<file path="src/pkg/charge_time_unit_defs.svh">
// Purpose: Offsets, reset values, masks, select and range codes and bus responses of the charge-time unit.
// Assumes: Included by its bare name from design and checker files.
// Notes:   Definitions only.
`ifndef CHARGE_TIME_UNIT_DEFS_SVH
`define CHARGE_TIME_UNIT_DEFS_SVH

// ----------------------------------------------------------------------------
// Register byte offsets
// ----------------------------------------------------------------------------
`define CTU_OFF_CONTROL_HIGH    4'h0
`define CTU_OFF_CONTROL_LOW     4'h4
`define CTU_OFF_CURRENT_CONTROL 4'h8
`define CTU_OFF_PIN_STATUS      4'hC

// ----------------------------------------------------------------------------
// Reset values and masks
// ----------------------------------------------------------------------------
`define CTU_RESET_BYTE          8'h00
`define CTU_HIGH_WRITE_MASK     8'hBF

// ----------------------------------------------------------------------------
// Edge source select codes
// ----------------------------------------------------------------------------
`define CTU_SEL_PIN_A           2'h3
`define CTU_SEL_PIN_B           2'h2
`define CTU_SEL_COMPARE_A       2'h1
`define CTU_SEL_COMPARE_B       2'h0

// ----------------------------------------------------------------------------
// Current range codes
// ----------------------------------------------------------------------------
`define CTU_RANGE_X100          2'h3
`define CTU_RANGE_X10           2'h2
`define CTU_RANGE_BASE          2'h1
`define CTU_RANGE_OFF           2'h0

// ----------------------------------------------------------------------------
// Bus response codes
// ----------------------------------------------------------------------------
`define CTU_RESP_OKAY           2'h0
`define CTU_RESP_SLVERR         2'h2

`endif

</file>
<file path="src/pkg/charge_time_unit_pkg.sv">
// Purpose: Types shared by the charge-time unit design files.
// Assumes: Field layouts follow the control register bit order, bit 7 first.
// Notes:   Constants live in the defs header.
package charge_time_unit_pkg;

  // --------------------------------------------------------------------------
  // Register layouts
  // --------------------------------------------------------------------------
  typedef struct packed {
    logic unit_enable;
    logic unused_6;
    logic stop_in_idle;
    logic time_gen_enable;
    logic edges_unblock;
    logic edge_order_enable;
    logic source_ground;
    logic converter_trigger_enable;
  } ctl_high_t;

  typedef struct packed {
    logic       edge2_polarity;
    logic [1:0] edge2_source_sel;
    logic       edge1_polarity;
    logic [1:0] edge1_source_sel;
    logic       edge2_status;
    logic       edge1_status;
  } ctl_low_t;

  typedef struct packed {
    logic [5:0] current_trim;
    logic [1:0] current_range;
  } cur_ctl_t;

  // --------------------------------------------------------------------------
  // Analog-facing outputs
  // --------------------------------------------------------------------------
  typedef struct packed {
    logic       source_on;
    logic       source_grounded;
    logic [1:0] range;
    logic [5:0] trim;
  } analog_ctl_t;

  // --------------------------------------------------------------------------
  // Edge sources and pulse-delay sequencer states
  // --------------------------------------------------------------------------
  typedef struct packed {
    logic edge_pin_a;
    logic edge_pin_b;
    logic compare_unit_a;
    logic compare_unit_b;
  } edge_sources_t;

  typedef enum logic [1:0] {
    PD_IDLE,
    PD_CHARGING,
    PD_DONE
  } pulse_state_t;

endpackage : charge_time_unit_pkg

</file>
<file path="src/rtl/charge_time_unit.sv">
// Purpose: Control logic of the charge-time measurement unit with an AXI4-Lite slave.
// Assumes: All inputs synchronous to aclk; power-mode requests are levels.
// Notes:   Registers are bytes in the low lane of aligned words.
// What this block does
// Time generation enable selects pulse-delay mode output.
// Edge 1 starts charge; comparator trip ends pulse.
// Sleep entry always disables the current source.
// Idle disables source only when stop bit set.
// Reset clears every control register to zero.
// Reset abandons any measurement in progress.
// Software discharges residue by pulsing ground bit.
// Ground bit high grounds current source output.
// Edge enable clear blocks all edge events.
// Order enable: edge 2 waits for edge 1.
// Converter trigger driven only when trigger enabled.
// Polarity bit picks rising or falling edge.
// Two-bit select picks one of four sources.
// Status bits set by edges, writable by software.
// Six-bit trim is signed current adjustment.
// Range field selects x100, x10, base, off.
// Unimplemented bits ignore writes, read zero.
// Source on: enabled, range, edge1 set, edge2 clear.
// Qualified selected edge sets matching status bit.
//
// Decided for this implementation: the register offsets and the AXI4-Lite slave port.
`timescale 1ns/10ps
`include "charge_time_unit_defs.svh"

module charge_time_unit
  import charge_time_unit_pkg::*;
(
  input  wire logic          aclk,
  input  wire logic          aresetn,
  input  wire logic [3:0]    s_axi_awaddr,
  input  wire logic          s_axi_awvalid,
  output logic               s_axi_awready,
  input  wire logic [31:0]   s_axi_wdata,
  input  wire logic [3:0]    s_axi_wstrb,
  input  wire logic          s_axi_wvalid,
  output logic               s_axi_wready,
  output logic [1:0]         s_axi_bresp,
  output logic               s_axi_bvalid,
  input  wire logic          s_axi_bready,
  input  wire logic [3:0]    s_axi_araddr,
  input  wire logic          s_axi_arvalid,
  output logic               s_axi_arready,
  output logic [31:0]        s_axi_rdata,
  output logic [1:0]         s_axi_rresp,
  output logic               s_axi_rvalid,
  input  wire logic          s_axi_rready,
  input  wire edge_sources_t edge_sources,
  input  wire logic          comparator_trip,
  input  wire logic          sleep_mode,
  input  wire logic          idle_mode,
  output analog_ctl_t        analog_ctl,
  output logic               converter_trigger,
  output logic               pulse_out_pin
);

  // --------------------------------------------------------------------------
  // Control registers
  // --------------------------------------------------------------------------
  ctl_high_t    high_ff;
  ctl_low_t     low_ff;
  cur_ctl_t     cur_ff;
  pulse_state_t pulse_state_ff;
  pulse_state_t nxt_pulse_state;
  logic         edge1_seen_ff;

  // --------------------------------------------------------------------------
  // Write channel: address and data taken in either order
  // --------------------------------------------------------------------------
  logic [3:0]  awaddr_ff;
  logic        aw_held_ff;
  logic [31:0] wdata_ff;
  logic        wstrb0_ff;
  logic        w_held_ff;

  wire logic aw_take  = s_axi_awvalid && s_axi_awready;
  wire logic w_take   = s_axi_wvalid && s_axi_wready;
  wire logic wr_fire  = aw_held_ff && w_held_ff && !s_axi_bvalid;
  wire logic wr_lane0 = wr_fire && wstrb0_ff;
  wire logic wr_high  = wr_lane0 && (awaddr_ff == `CTU_OFF_CONTROL_HIGH);
  wire logic wr_low   = wr_lane0 && (awaddr_ff == `CTU_OFF_CONTROL_LOW);
  wire logic wr_cur   = wr_lane0 && (awaddr_ff == `CTU_OFF_CURRENT_CONTROL);
  wire logic wr_map   = (awaddr_ff == `CTU_OFF_CONTROL_HIGH) ||
                        (awaddr_ff == `CTU_OFF_CONTROL_LOW) ||
                        (awaddr_ff == `CTU_OFF_CURRENT_CONTROL) ||
                        (awaddr_ff == `CTU_OFF_PIN_STATUS);

  always_ff @(posedge aclk)
  begin
    if (!aresetn)
    begin
      s_axi_awready <= 1'b0;
      s_axi_wready  <= 1'b0;
      aw_held_ff    <= 1'b0;
      w_held_ff     <= 1'b0;
      awaddr_ff     <= 4'h0;
      wdata_ff      <= 32'h00000000;
      wstrb0_ff     <= 1'b0;
      s_axi_bvalid  <= 1'b0;
      s_axi_bresp   <= `CTU_RESP_OKAY;
    end
    else
    begin
      s_axi_awready <= !aw_held_ff && !aw_take && !s_axi_bvalid;
      s_axi_wready  <= !w_held_ff && !w_take && !s_axi_bvalid;
      if (aw_take)
      begin
        aw_held_ff <= 1'b1;
        awaddr_ff  <= {s_axi_awaddr[3:2], 2'h0};
      end
      if (w_take)
      begin
        w_held_ff <= 1'b1;
        wdata_ff  <= s_axi_wdata;
        wstrb0_ff <= s_axi_wstrb[0];
      end
      if (wr_fire)
      begin
        aw_held_ff   <= 1'b0;
        w_held_ff    <= 1'b0;
        s_axi_bvalid <= 1'b1;
        s_axi_bresp  <= wr_map ? `CTU_RESP_OKAY : `CTU_RESP_SLVERR;
      end
      else if (s_axi_bvalid && s_axi_bready)
      begin
        s_axi_bvalid <= 1'b0;
      end
    end
  end

  // --------------------------------------------------------------------------
  // Read channel
  // --------------------------------------------------------------------------
  wire logic       ar_take  = s_axi_arvalid && s_axi_arready;
  wire logic [3:0] rd_addr  = {s_axi_araddr[3:2], 2'h0};
  wire logic [7:0] rd_high  = high_ff & `CTU_HIGH_WRITE_MASK;
  wire logic [7:0] rd_stat  = {4'h0, edge_sources};
  wire logic       rd_map   = (rd_addr == `CTU_OFF_CONTROL_HIGH) ||
                              (rd_addr == `CTU_OFF_CONTROL_LOW) ||
                              (rd_addr == `CTU_OFF_CURRENT_CONTROL) ||
                              (rd_addr == `CTU_OFF_PIN_STATUS);
  wire logic [7:0] rd_byte  = (rd_addr == `CTU_OFF_CONTROL_HIGH)    ? rd_high :
                              (rd_addr == `CTU_OFF_CONTROL_LOW)     ? low_ff :
                              (rd_addr == `CTU_OFF_CURRENT_CONTROL) ? cur_ff :
                              (rd_addr == `CTU_OFF_PIN_STATUS)      ? rd_stat :
                                                                      8'h00;

  always_ff @(posedge aclk)
  begin
    if (!aresetn)
    begin
      s_axi_arready <= 1'b0;
      s_axi_rvalid  <= 1'b0;
      s_axi_rdata   <= 32'h00000000;
      s_axi_rresp   <= `CTU_RESP_OKAY;
    end
    else
    begin
      s_axi_arready <= !s_axi_rvalid && !ar_take;
      if (ar_take)
      begin
        s_axi_rvalid <= 1'b1;
        s_axi_rdata  <= {24'h000000, rd_byte};
        s_axi_rresp  <= rd_map ? `CTU_RESP_OKAY : `CTU_RESP_SLVERR;
      end
      else if (s_axi_rvalid && s_axi_rready)
      begin
        s_axi_rvalid <= 1'b0;
      end
    end
  end

  // --------------------------------------------------------------------------
  // Edge detection and qualification
  // --------------------------------------------------------------------------
  logic edge1_hit;
  logic edge2_hit;

  edge_detect u_edge1 (
    .aclk       (aclk),
    .aresetn    (aresetn),
    .sources    (edge_sources),
    .source_sel (low_ff.edge1_source_sel),
    .rising     (low_ff.edge1_polarity),
    .hit        (edge1_hit)
  );

  edge_detect u_edge2 (
    .aclk       (aclk),
    .aresetn    (aresetn),
    .sources    (edge_sources),
    .source_sel (low_ff.edge2_source_sel),
    .rising     (low_ff.edge2_polarity),
    .hit        (edge2_hit)
  );

  wire logic edge1_ok = edge1_hit && high_ff.edges_unblock;
  wire logic edge2_ok = edge2_hit && high_ff.edges_unblock &&
                        (!high_ff.edge_order_enable || edge1_seen_ff ||
                         low_ff.edge1_status);

  wire ctl_low_t wr_low_val = wdata_ff[7:0];
  // Hardware set wins over a software clear in the same cycle.
  wire logic nxt_edge1_status = edge1_ok ||
                                (wr_low ? wr_low_val.edge1_status : low_ff.edge1_status);
  wire logic nxt_edge2_status = edge2_ok ||
                                (wr_low ? wr_low_val.edge2_status : low_ff.edge2_status);

  // --------------------------------------------------------------------------
  // Register update
  // --------------------------------------------------------------------------
  always_ff @(posedge aclk)
  begin
    if (!aresetn)
    begin
      high_ff       <= `CTU_RESET_BYTE;
      low_ff        <= `CTU_RESET_BYTE;
      cur_ff        <= `CTU_RESET_BYTE;
      edge1_seen_ff <= 1'b0;
    end
    else
    begin
      if (wr_high)
      begin
        high_ff <= wdata_ff[7:0] & `CTU_HIGH_WRITE_MASK;
      end
      if (wr_cur)
      begin
        cur_ff <= wdata_ff[7:0];
      end
      low_ff <= {(wr_low ? wr_low_val[7:2] : low_ff[7:2]),
                 nxt_edge2_status, nxt_edge1_status};
      if (!high_ff.edge_order_enable || (wr_low && !wr_low_val.edge1_status))
      begin
        edge1_seen_ff <= 1'b0;
      end
      else if (edge1_ok)
      begin
        edge1_seen_ff <= 1'b1;
      end
    end
  end

  // --------------------------------------------------------------------------
  // Pulse-delay sequencer
  // --------------------------------------------------------------------------
  wire logic pulse_mode = high_ff.unit_enable && high_ff.time_gen_enable;

  always_comb
  begin
    nxt_pulse_state = pulse_state_ff;
    unique case (pulse_state_ff)
      PD_IDLE:
      begin
        if (pulse_mode && low_ff.edge1_status)
        begin
          nxt_pulse_state = PD_CHARGING;
        end
      end
      PD_CHARGING:
      begin
        if (!pulse_mode || !low_ff.edge1_status)
        begin
          nxt_pulse_state = PD_IDLE;
        end
        else if (comparator_trip)
        begin
          nxt_pulse_state = PD_DONE;
        end
      end
      PD_DONE:
      begin
        if (!pulse_mode || !low_ff.edge1_status)
        begin
          nxt_pulse_state = PD_IDLE;
        end
      end
    endcase
  end

  // --------------------------------------------------------------------------
  // Analog and output drive
  // --------------------------------------------------------------------------
  wire logic power_off  = sleep_mode || (idle_mode && high_ff.stop_in_idle);
  wire logic charge_on  = high_ff.unit_enable &&
                          (cur_ff.current_range != `CTU_RANGE_OFF) &&
                          low_ff.edge1_status && !low_ff.edge2_status;
  wire logic pulse_stop = pulse_mode && (pulse_state_ff == PD_DONE);
  wire analog_ctl_t nxt_analog = '{
    source_on:       charge_on && !power_off && !pulse_stop,
    source_grounded: high_ff.source_ground,
    range:           cur_ff.current_range,
    trim:            cur_ff.current_trim
  };

  always_ff @(posedge aclk)
  begin
    if (!aresetn)
    begin
      pulse_state_ff    <= PD_IDLE;
      analog_ctl        <= '0;
      converter_trigger <= 1'b0;
      pulse_out_pin     <= 1'b0;
    end
    else
    begin
      pulse_state_ff    <= nxt_pulse_state;
      analog_ctl        <= nxt_analog;
      converter_trigger <= high_ff.unit_enable && high_ff.converter_trigger_enable &&
                           edge2_ok;
      pulse_out_pin     <= pulse_mode && (nxt_pulse_state == PD_CHARGING);
    end
  end

endmodule : charge_time_unit

</file>
<file path="src/rtl/edge_detect.sv">
// Purpose: Selects one edge source and flags a transition of the chosen polarity.
// Assumes: Sources are synchronous to aclk.
// Notes:   Instantiated once per edge channel.
`timescale 1ns/10ps
`include "charge_time_unit_defs.svh"

module edge_detect
  import charge_time_unit_pkg::*;
(
  input  wire logic          aclk,
  input  wire logic          aresetn,
  input  wire edge_sources_t sources,
  input  wire logic [1:0]    source_sel,
  input  wire logic          rising,
  output logic               hit
);

  // --------------------------------------------------------------------------
  // Source selection
  // --------------------------------------------------------------------------
  wire logic sel_pin_a = (source_sel == `CTU_SEL_PIN_A);
  wire logic sel_pin_b = (source_sel == `CTU_SEL_PIN_B);
  wire logic sel_cmp_a = (source_sel == `CTU_SEL_COMPARE_A);
  wire logic chosen    = sel_pin_a ? sources.edge_pin_a :
                         sel_pin_b ? sources.edge_pin_b :
                         sel_cmp_a ? sources.compare_unit_a :
                                     sources.compare_unit_b;

  logic prev_ff;
  logic sel_prev_ff;
  logic [1:0] sel_hold_ff;

  // A change of the select field is not itself taken as an edge.
  wire logic sel_stable = (sel_hold_ff == source_sel) && sel_prev_ff;

  always_ff @(posedge aclk)
  begin
    if (!aresetn)
    begin
      prev_ff     <= 1'b0;
      sel_prev_ff <= 1'b0;
      sel_hold_ff <= 2'h0;
    end
    else
    begin
      prev_ff     <= chosen;
      sel_prev_ff <= 1'b1;
      sel_hold_ff <= source_sel;
    end
  end

  assign hit = sel_stable && (rising ? (chosen && !prev_ff)
                                     : (!chosen && prev_ff));

endmodule : edge_detect

</file>
<file path="config.mk">
export PLATFORM = sky130hd
export DESIGN_NAME = charge_time_unit
export DESIGN_NICKNAME = d
export VERILOG_FILES = /design/src/pkg/charge_time_unit_pkg.sv /design/src/rtl/charge_time_unit.sv /design/src/rtl/edge_detect.sv
export VERILOG_INCLUDE_DIRS = /design/src /design/src/pkg
export SDC_FILE = /design/constraint.sdc
export NUM_CORES = 1
export LEC_CHECK = 0
export BUFFER_PORTS_ARGS = -buffer_cell sky130_fd_sc_hd__buf_2
export CAP_MARGIN = 15
export CORE_MARGIN = 3
export CORE_UTILIZATION = 30
export CTS_CLUSTER_DIAMETER = 60
export DETAILED_ROUTE_END_ITERATION = 16
export GPL_TIMING_DRIVEN = 0
export PLACE_DENSITY = 0.57
export SETUP_SLACK_MARGIN = 0.3
export SKIP_LAST_GASP = 1
export SYNTH_ARGS = -nofsm -noshare
export SYNTH_HDL_FRONTEND = slang
export SYNTH_SLANG_ARGS = --single-unit
</file>
<file path="constraint.sdc">
create_clock -name aclk -period 1.85 [get_ports aclk]
set_input_delay 0.37 -clock aclk [delete_from_list [all_inputs] [get_ports aclk]]
set_output_delay 0.37 -clock aclk [all_outputs]
set_load 0.02 [all_outputs]
</file>
==> results list, run 1 <==
- Run status: finished, final reports clean
* Fin area: approximately 3900 µm²
- Sum of negative setup slack: 0 ns
* # nets final: 460
- Slew Limit Fails: 0
- Vertical die dimension: about 110 µm
- The die is between 100 and 150 µm wide.
* Tcrit/Tclk final: 0.861
- H-tree levels: 3
- DR WL/cell: 13.8 µm
* Simple-gate share of the synthesized area: 0.198
- Data arrival, critical path: 1.83 ns
- Count of cells along the worst hold path: 1
* DIE AREA: between 10000 and 15000 µm²
- Global-route wire length before repair: 11800 µm
- Hold bufs inserted after CTS: 0
- Cell type group with the largest total delay on the critical path: simple AND/OR/NAND/NOR gates
* Startpoint Class: flip-flop
* Synth async-reset ratio: 0
- CTS tree: yes
- Once layout is complete, the utilization of the core stands at 0.396.
- Input/output buffers: a little over 50
- Post-layout min period: between 1.5 and 2 ns
- Between clock sinks in the finished design, the worst skew comes to 0.00841 ns.
* Slowest Stage Delay on Critical Path: roughly 0.33 ns
- Ys Warns: 0
- Transition time at the pin with the least slew margin: around 0.57 ns
- The slowest stage of the critical path is the sky130_fd_sc_hd__dfxtp_2 cell.
* Critical-path maximum fanout: 8
- The critical path crosses 6 cells after its start point.
* Part of the power in registers: 0.476
- The clock passes through at most 2 buffers.
- In this run the core area contains 36 standard-cell rows.
* Core Region: ~10000 µm²
- STA classifies the critical path endpoint as a flip-flop.
- Of the total synthesized cell area, the portion taken by XOR and XNOR cells is 0.0112.
* Synth Area in Adders: 0.00800
- For the worst-skew pair, the clock arrives at the later sink with an insertion delay of around 0.35 ns.
* First-pass DRT Iterations: 4
- The internal portion of the total power is 2.65 mW.
* Initial antenna violation count: 0
- Of the post-synthesis cell area, the part taken by muxes is 0.129.
- Complex-gate fraction of the synthesized area: 0.0968
* Per-cell via count in the routed design: about 4.4
- Largest cells by area after synthesis: sky130_fd_sc_hd__dfxtp_1 (47%), sky130_fd_sc_hd__mux2i_1 (8.3%), sky130_fd_sc_hd__buf_4 (6.5%)
- Across the run, the number of max-cap violations was 0.
* Global router's overall resource usage: 0.131
- Maximum number of pins on one net before global-route repair: 13
- Sequential fraction of the synthesis area: 0.467
* Power Dens Cells: between 800 and 900 nW/µm²
- First-iteration detailed-routing DRC count: 74
- Cell chosen for the clock root: sky130_fd_sc_hd__clkbuf_8
- Largest area contributor in the synthesized netlist: sky130_fd_sc_hd__dfxtp_1
- The share of total power dissipated in the clock network is 0.439.
* Starting density of the core: 0.314
- Summed over all cells, the static leakage comes to between 1.5 and 2 nW.
- Total wirelength of the detailed-routed design: 7430 µm
* Number of standard cells after synthesis: 310
- The number of hold violations in the final report came to 0.
- Total power: about 3.4 mW
- For the worst setup path, the data required time is 2.08 ns.
- Post-route ant nets: 0
- Total number of vias: ~2400
- Setup violations remaining at the end of the flow were counted as 0.
- Total global routing overflow: 0
* # DRC: 0
* Portion of synthesized cell area occupied by the leading cell type: 0.467
- Based on the critical path, the design can be clocked at up to roughly 0.63 GHz.
- Commonest cells after routing, fill and taps aside: sky130_fd_sc_hd__dfxtp_1 (70), sky130_fd_sc_hd__buf_2 (52), sky130_fd_sc_hd__nand2_1 (43)
- Placer congestion estimate: between 0.7 and 0.8
* Hold WC Path Type: input pin to flip-flop
* Number of enable flip-flop cells after synthesis: 0
* Top-level I/O count: roughly 110
* Via count of the first global-routing pass: around 2300
- Largest vdd supply drop: 0.000378 V
- RSZ-0062 raised after global routing: yes
- Post-Syn Area per Cell: between 10 and 15 µm²
* Most frequent standard cell in the layout excluding fill and tap cells: sky130_fd_sc_hd__dfxtp_1
- Among the stages of the critical path, the cell type that occurs most often is sky130_fd_sc_hd__buf_4.
- Crit path cell chain: nand3b_1 -> buf_4 -> nor4b_2 -> buf_4 -> mux2i_1 -> nor2b_1
- Clock-pin slew on the worst setup and hold paths: 0.08 ns
* Proportion of power drawn by combinational gates: 0.084
* N_diodes: 0
- Category of the critical setup timing path: flip-flop to flip-flop
- Of the cells placed in the final design, the portion with a size suffix greater than 1 is 0.296.
- The most used flip-flop cell after synthesis is sky130_fd_sc_hd__dfxtp_1.
- Counting both buffers and inverters, the worst setup path holds a total of 2.
- Number of cells on the worst reg-to-reg path: 6
- The HPWL after detailed placement is 5470 µm.
- Combinational family with the most area after synthesis: simple AND/OR/NAND/NOR gates
- The cell area that synthesis handed to floorplanning was roughly 3100 µm².
- Total cell area at the placement stage: approximately 3600 µm²
- Worst rel slew slack: 0.619
- Number of flip-flops and latches in the synthesized netlist: 73
- Of the total power, the share spent switching nets is 0.226.
* Area Growth Syn to Fin: 26.2%
- Count of clock tree sinks: between 70 and 80
- Sw power: approximately 770 µW
* Number of distinct library cells after synthesis: 42
* Total CTS buffers: 9
[synthesized netlist by cell type (2+ instances only)]
cell,number
sky130_fd_sc_hd__nand2_1,43
sky130_fd_sc_hd__nand3_1,4
sky130_fd_sc_hd__o21ai_0,2
sky130_fd_sc_hd__o211a_1,4
sky130_fd_sc_hd__inv_1,5
sky130_fd_sc_hd__ha_1,2
sky130_fd_sc_hd__nand3b_1,2
sky130_fd_sc_hd__and3_1,3
sky130_fd_sc_hd__and2_1,15
sky130_fd_sc_hd__buf_4,27
sky130_fd_sc_hd__nor3b_2,2
sky130_fd_sc_hd__mux2i_1,26
sky130_fd_sc_hd__mux4_1,2
sky130_fd_sc_hd__a31oi_1,2
sky130_fd_sc_hd__nor2b_1,25
sky130_fd_sc_hd__nor3_1,3
sky130_fd_sc_hd__mux4_2,4
sky130_fd_sc_hd__nand2b_1,3
sky130_fd_sc_hd__buf_2,3
sky130_fd_sc_hd__clkbuf_1,11
sky130_fd_sc_hd__xor2_1,4
sky130_fd_sc_hd__o2111ai_1,2
sky130_fd_sc_hd__a21boi_0,18
sky130_fd_sc_hd__and2_2,2
sky130_fd_sc_hd__dfxtp_1,73
sky130_fd_sc_hd__nor2_1,3
sky130_fd_sc_hd__nor4b_1,2
sky130_fd_sc_hd__o211ai_1,4
[sequential cells by signal, summed over array words and instances, names as in the netlist, 2 cells and up]
signal / count
analog_ctl: 10
awaddr_ff: 2
cur_ff: 8
high_ff: 7
low_ff: 8
pulse_state_ff: 2
s_axi_rdata: 8
u_edge1.sel_hold_ff: 2
u_edge2.sel_hold_ff: 2
wdata_ff: 8
[final timing paths]
| kind | from | to | slack, ns |
|---|---|---|---|
| hold / removal | aresetn | u_edge1.sel_prev_ff | 0.14 |
| setup reg to reg | s_axi_bvalid | cur_ff[7] | 0.26 |
| hold reg to reg | s_axi_rvalid | s_axi_arready | 0.45 |
| setup / recovery | s_axi_bvalid | cur_ff[7] | 0.26 |
[stage by stage]
stage / setup slack (ns) / hold WS [ns] / instances
after global placement: -0.202 / 0.423 / 519
after detailed placement: -0.184 / 0.440 / 519
after CTS: 0.291 / 0.128 / 536
after global routing: 0.159 / 0.129 / 538
after floorplan: 0.372 / 0.398 / 335
final: 0.257 / 0.141 / 538
[per-layer routing]
layer	vias to the layer above	routed length, µm	GRT usage
met2	76	3320	0.210
met4	0	75	0.0325
met3	7	501	0.0412
li1	1186	-	-
met1	1102	3530	0.174
met5	-	0	0
[what timing repair did]
action,4_1_cts,5_1_grt
endpoints found under the hold margin,0,0
buffers inserted,1,2
setup endpoints to repair,36,30
cloned,0,0
gates resized for setup,8,8
pin swaps,0,3
[power groups by stage]
stage / clock network (mW) / logic, mW / registers [mW]
2_1_floorplan: 0 / 0.187 / 1.68
3_3_place_gp: 0 / 0.282 / 1.67
3_5_place_dp: 0 / 0.284 / 1.67
4_1_cts: 1.54 / 0.287 / 1.63
5_1_grt: 1.61 / 0.317 / 1.64
6_report: 1.50 / 0.289 / 1.63
[layout make-up]
class                           instances  area, µm²
Inverter                                5       18.8
Clock buffer                           10        138
Tap cell                              133        166
Fill cell                            1010       6010
Timing Repair Buffer                   54        278
Multi-Input combinational cell        216       1500
Clock inverter                          6        105
Buffer                                 41        267
Sequential cell                        73       1470
[cells by family (layout without fill, tap and decap cells)]
logic type / after synthesis / after routing
compound gates: 39 / 39
xor+xnor: 4 / 4
fa+ha+maj: 2 / 2
buf+inv: 46 / 116
flops: 73 / 73
mux: 32 / 32
other cells: 1 / 26
simple gates: 113 / 113
Note: power is estimated with default switching activity, not from simulation.
==> run 2: changes to the inputs <==
- CAP_MARGIN: 15 -> 25
- CTS_BUF_LIST: default -> sky130_fd_sc_hd__clkbuf_4
- SKIP_CTS_REPAIR_TIMING: default -> 1
==> results list, run 2 (same netlist as run 1, synthesis figures left out) <==
- Run status: finished, final reports clean
* Power share of the clock group: 0.388
* CP endpoint kind: flip-flop
* Transition time at the pin with the least slew margin: 0.561 ns
* X dimension of the die: around 110 µm
* Final cell count without fillers: 540
- Total wirelength of the detailed-routed design: around 7400 µm
* Number of buffers on the longest clock path: 2
* Proportion of power drawn by combinational gates: 0.092
- Vertical die dimension: 108 µm
- For this run, the slowest stage of the critical path takes between 0.3 and 0.4 ns.
- The area growth from synthesis to layout is 24.7%.
- Adding up every negative setup slack in the final design gives 0 ns.
* # nets final: approximately 460
- The die covers 11700 µm².
* Internal cell power: between 2 and 2.5 mW
* RSZ-0062 raised after global routing: yes
- For this run the aggregate overflow at the end of global routing stands at 0.
* Slack of the critical path: about 0.27 ns
- Critical-path maximum fanout: 8
* Slew Limit Fails: 0
- analog_ctl holds more flip-flops than any other register.
- Ratio of cells with drive above 1 in the final layout: 0.297
- Tcrit/Tclk final: 0.853
- For the final database, setup skew stands at about 0.011 ns.
- Core Region: 9950 µm²
- Global-route wire length before repair: 11600 µm
- Largest vdd supply drop: 0.000513 V
- Of the total power, registers draw 0.520.
- Most frequent standard cell in the layout excluding fill and tap cells: sky130_fd_sc_hd__dfxtp_1
* H-tree levels: 3
* First-iteration detailed-routing DRC count: 85
- Total CTS buffers: 9
- Sum of net half-perimeters after detailed placement: 5470 µm
- Cell type group with the largest total delay on the critical path: simple AND/OR/NAND/NOR gates
- Post-route ant nets: 0
- In this run the register-to-register setup slack is 0.27 ns.
- In the global route stage, overall resource usage came out at 0.129.
* Fin. Hold Viols: 0
- Post-layout min period: between 1.5 and 2 ns
- Prior to clock tree synthesis, the placed netlist has a worst setup slack of -0.184 ns.
- For the worst-skew pair, the clock arrives at the later sink with an insertion delay of between 0.4 and 0.5 ns.
- Total number of placement rows: 36
- After clock tree synthesis, the clock-pin slew on the worst setup and hold paths is approximately 0.12 ns.
* Slowest-stage cell, CP: sky130_fd_sc_hd__dfxtp_2
- The initial utilization of the core area, before any placement, comes to 0.314.
- Maximum number of pins on one net before global-route repair: 13
- The root buffer cell chosen for the clock tree is sky130_fd_sc_hd__clkbuf_4.
- Hold Slack: 0.0732 ns
* Net Sw Frac: 0.236
- Sw power: ~740 µW
* First-pass DRT Iterations: 4
- Setup violations, final: 0
- For this design, the sink count on the clock tree is 73.
- N_diodes: 0
- # DRC: 0
- Data arrives at the worst endpoint at around 1.9 ns.
* Input/output buffers: 51
- TritonCTS built the clock tree.
- The final route contains approximately 2400 vias.
- Worst path buffer plus inverter count: 1
- Hold WC Path Type: input pin to flip-flop
* Initial antenna violation count: 0
- Endpoint required time on the critical path: ~2.2 ns
* Cell count after placement: 519
- The setup path with the least slack is of type flip-flop to flip-flop.
* Top-level I/O count: approximately 110
- The detailed router put a total of 3570 µm of wire on met1.
* Commonest cells after routing, fill and taps aside: sky130_fd_sc_hd__dfxtp_1 (70), sky130_fd_sc_hd__buf_2 (53), sky130_fd_sc_hd__nand2_1 (43)
* DR WL met2: roughly 3300 µm
- The via count of the first global-routing pass came to between 2000 and 2500.
- STA classifies the critical path startpoint as a flip-flop.
- The congestion estimate from routability-driven global placement came to around 0.78.
- Number of max-cap violations: 0
- Derived from the worst setup path, the maximum achievable clock frequency is 0.634 GHz.
- Power spread over the standard cell area amounts to between 800 and 900 nW/µm².
- Per-cell via count in the routed design: ~4.4
- Once layout is complete, the utilization of the core stands at 0.392.
- Crit path cell chain: nand3b_1 -> nor4b_2 -> buf_4 -> mux2i_1 -> nor2b_1
* Worst rel slew slack: 0.626
- DR WL/cell: approximately 14 µm
- Met3 routed wirelength: 444 µm
- Summed over all cells, the static leakage comes to between 1.5 and 2 nW.
- The highest layer touched by signal routing is met4.
* Flip-flop count of the largest register after layout: 10
[run 2: changes by cell type in the layout (fill, tap and decap cells not counted), sizes merged]
cell    change
clkinv      +1
clkbuf      -1
buf         +2
[run 2: final timing paths]
| check | startpoint | endpoint | cells after the start |
|---|---|---|---|
| worst max register to register | s_axi_bvalid | cur_ff[7] | 5 |
| worst min register to register | s_axi_rvalid | s_axi_arready | 1 |
| worst max-delay path | s_axi_bvalid | cur_ff[7] | 5 |
| worst min-delay path | aresetn | u_edge1.sel_prev_ff | 1 |
[run 2: power groups by stage]
| stage | logic [mW] | registers [mW] | clock network [mW] |
|---|---|---|---|
| finish | 0.288 | 1.63 | 1.22 |
| floorplan | 0.187 | 1.68 | 0 |
| global route | 0.317 | 1.64 | 1.33 |
| CTS | 0.285 | 1.63 | 1.25 |
| detailed placement | 0.284 | 1.67 | 0 |
| global placement | 0.282 | 1.67 | 0 |
[run 2: final cells by class]
class                   instances  area [µm²]
well taps                     133         166
clock buffers                   9        67.6
fillers                      1022        6060
flip-flops and latches         73        1470
plain buffers                  41         267
repair buffers                 56         290
multi-input cells             216        1510
inverters                       5        18.8
clock inverters                 7         109
[run 2: stage by stage]
step                total power, mW  area [µm²]
finish                         3.14        3900
global route                   3.28        3900
CTS                            3.17        3820
detailed placement             1.95        3640
global placement               1.95        3640
floorplan                      1.87        3220
[run 2: per-layer routing]
layer | vias up | global-route usage
met3 | 9 | 0.0412
met2 | 73 | 0.204
met1 | 1086 | 0.173
met4 | 0 | 0.0298
met5 | - | 0
li1 | 1198 | -
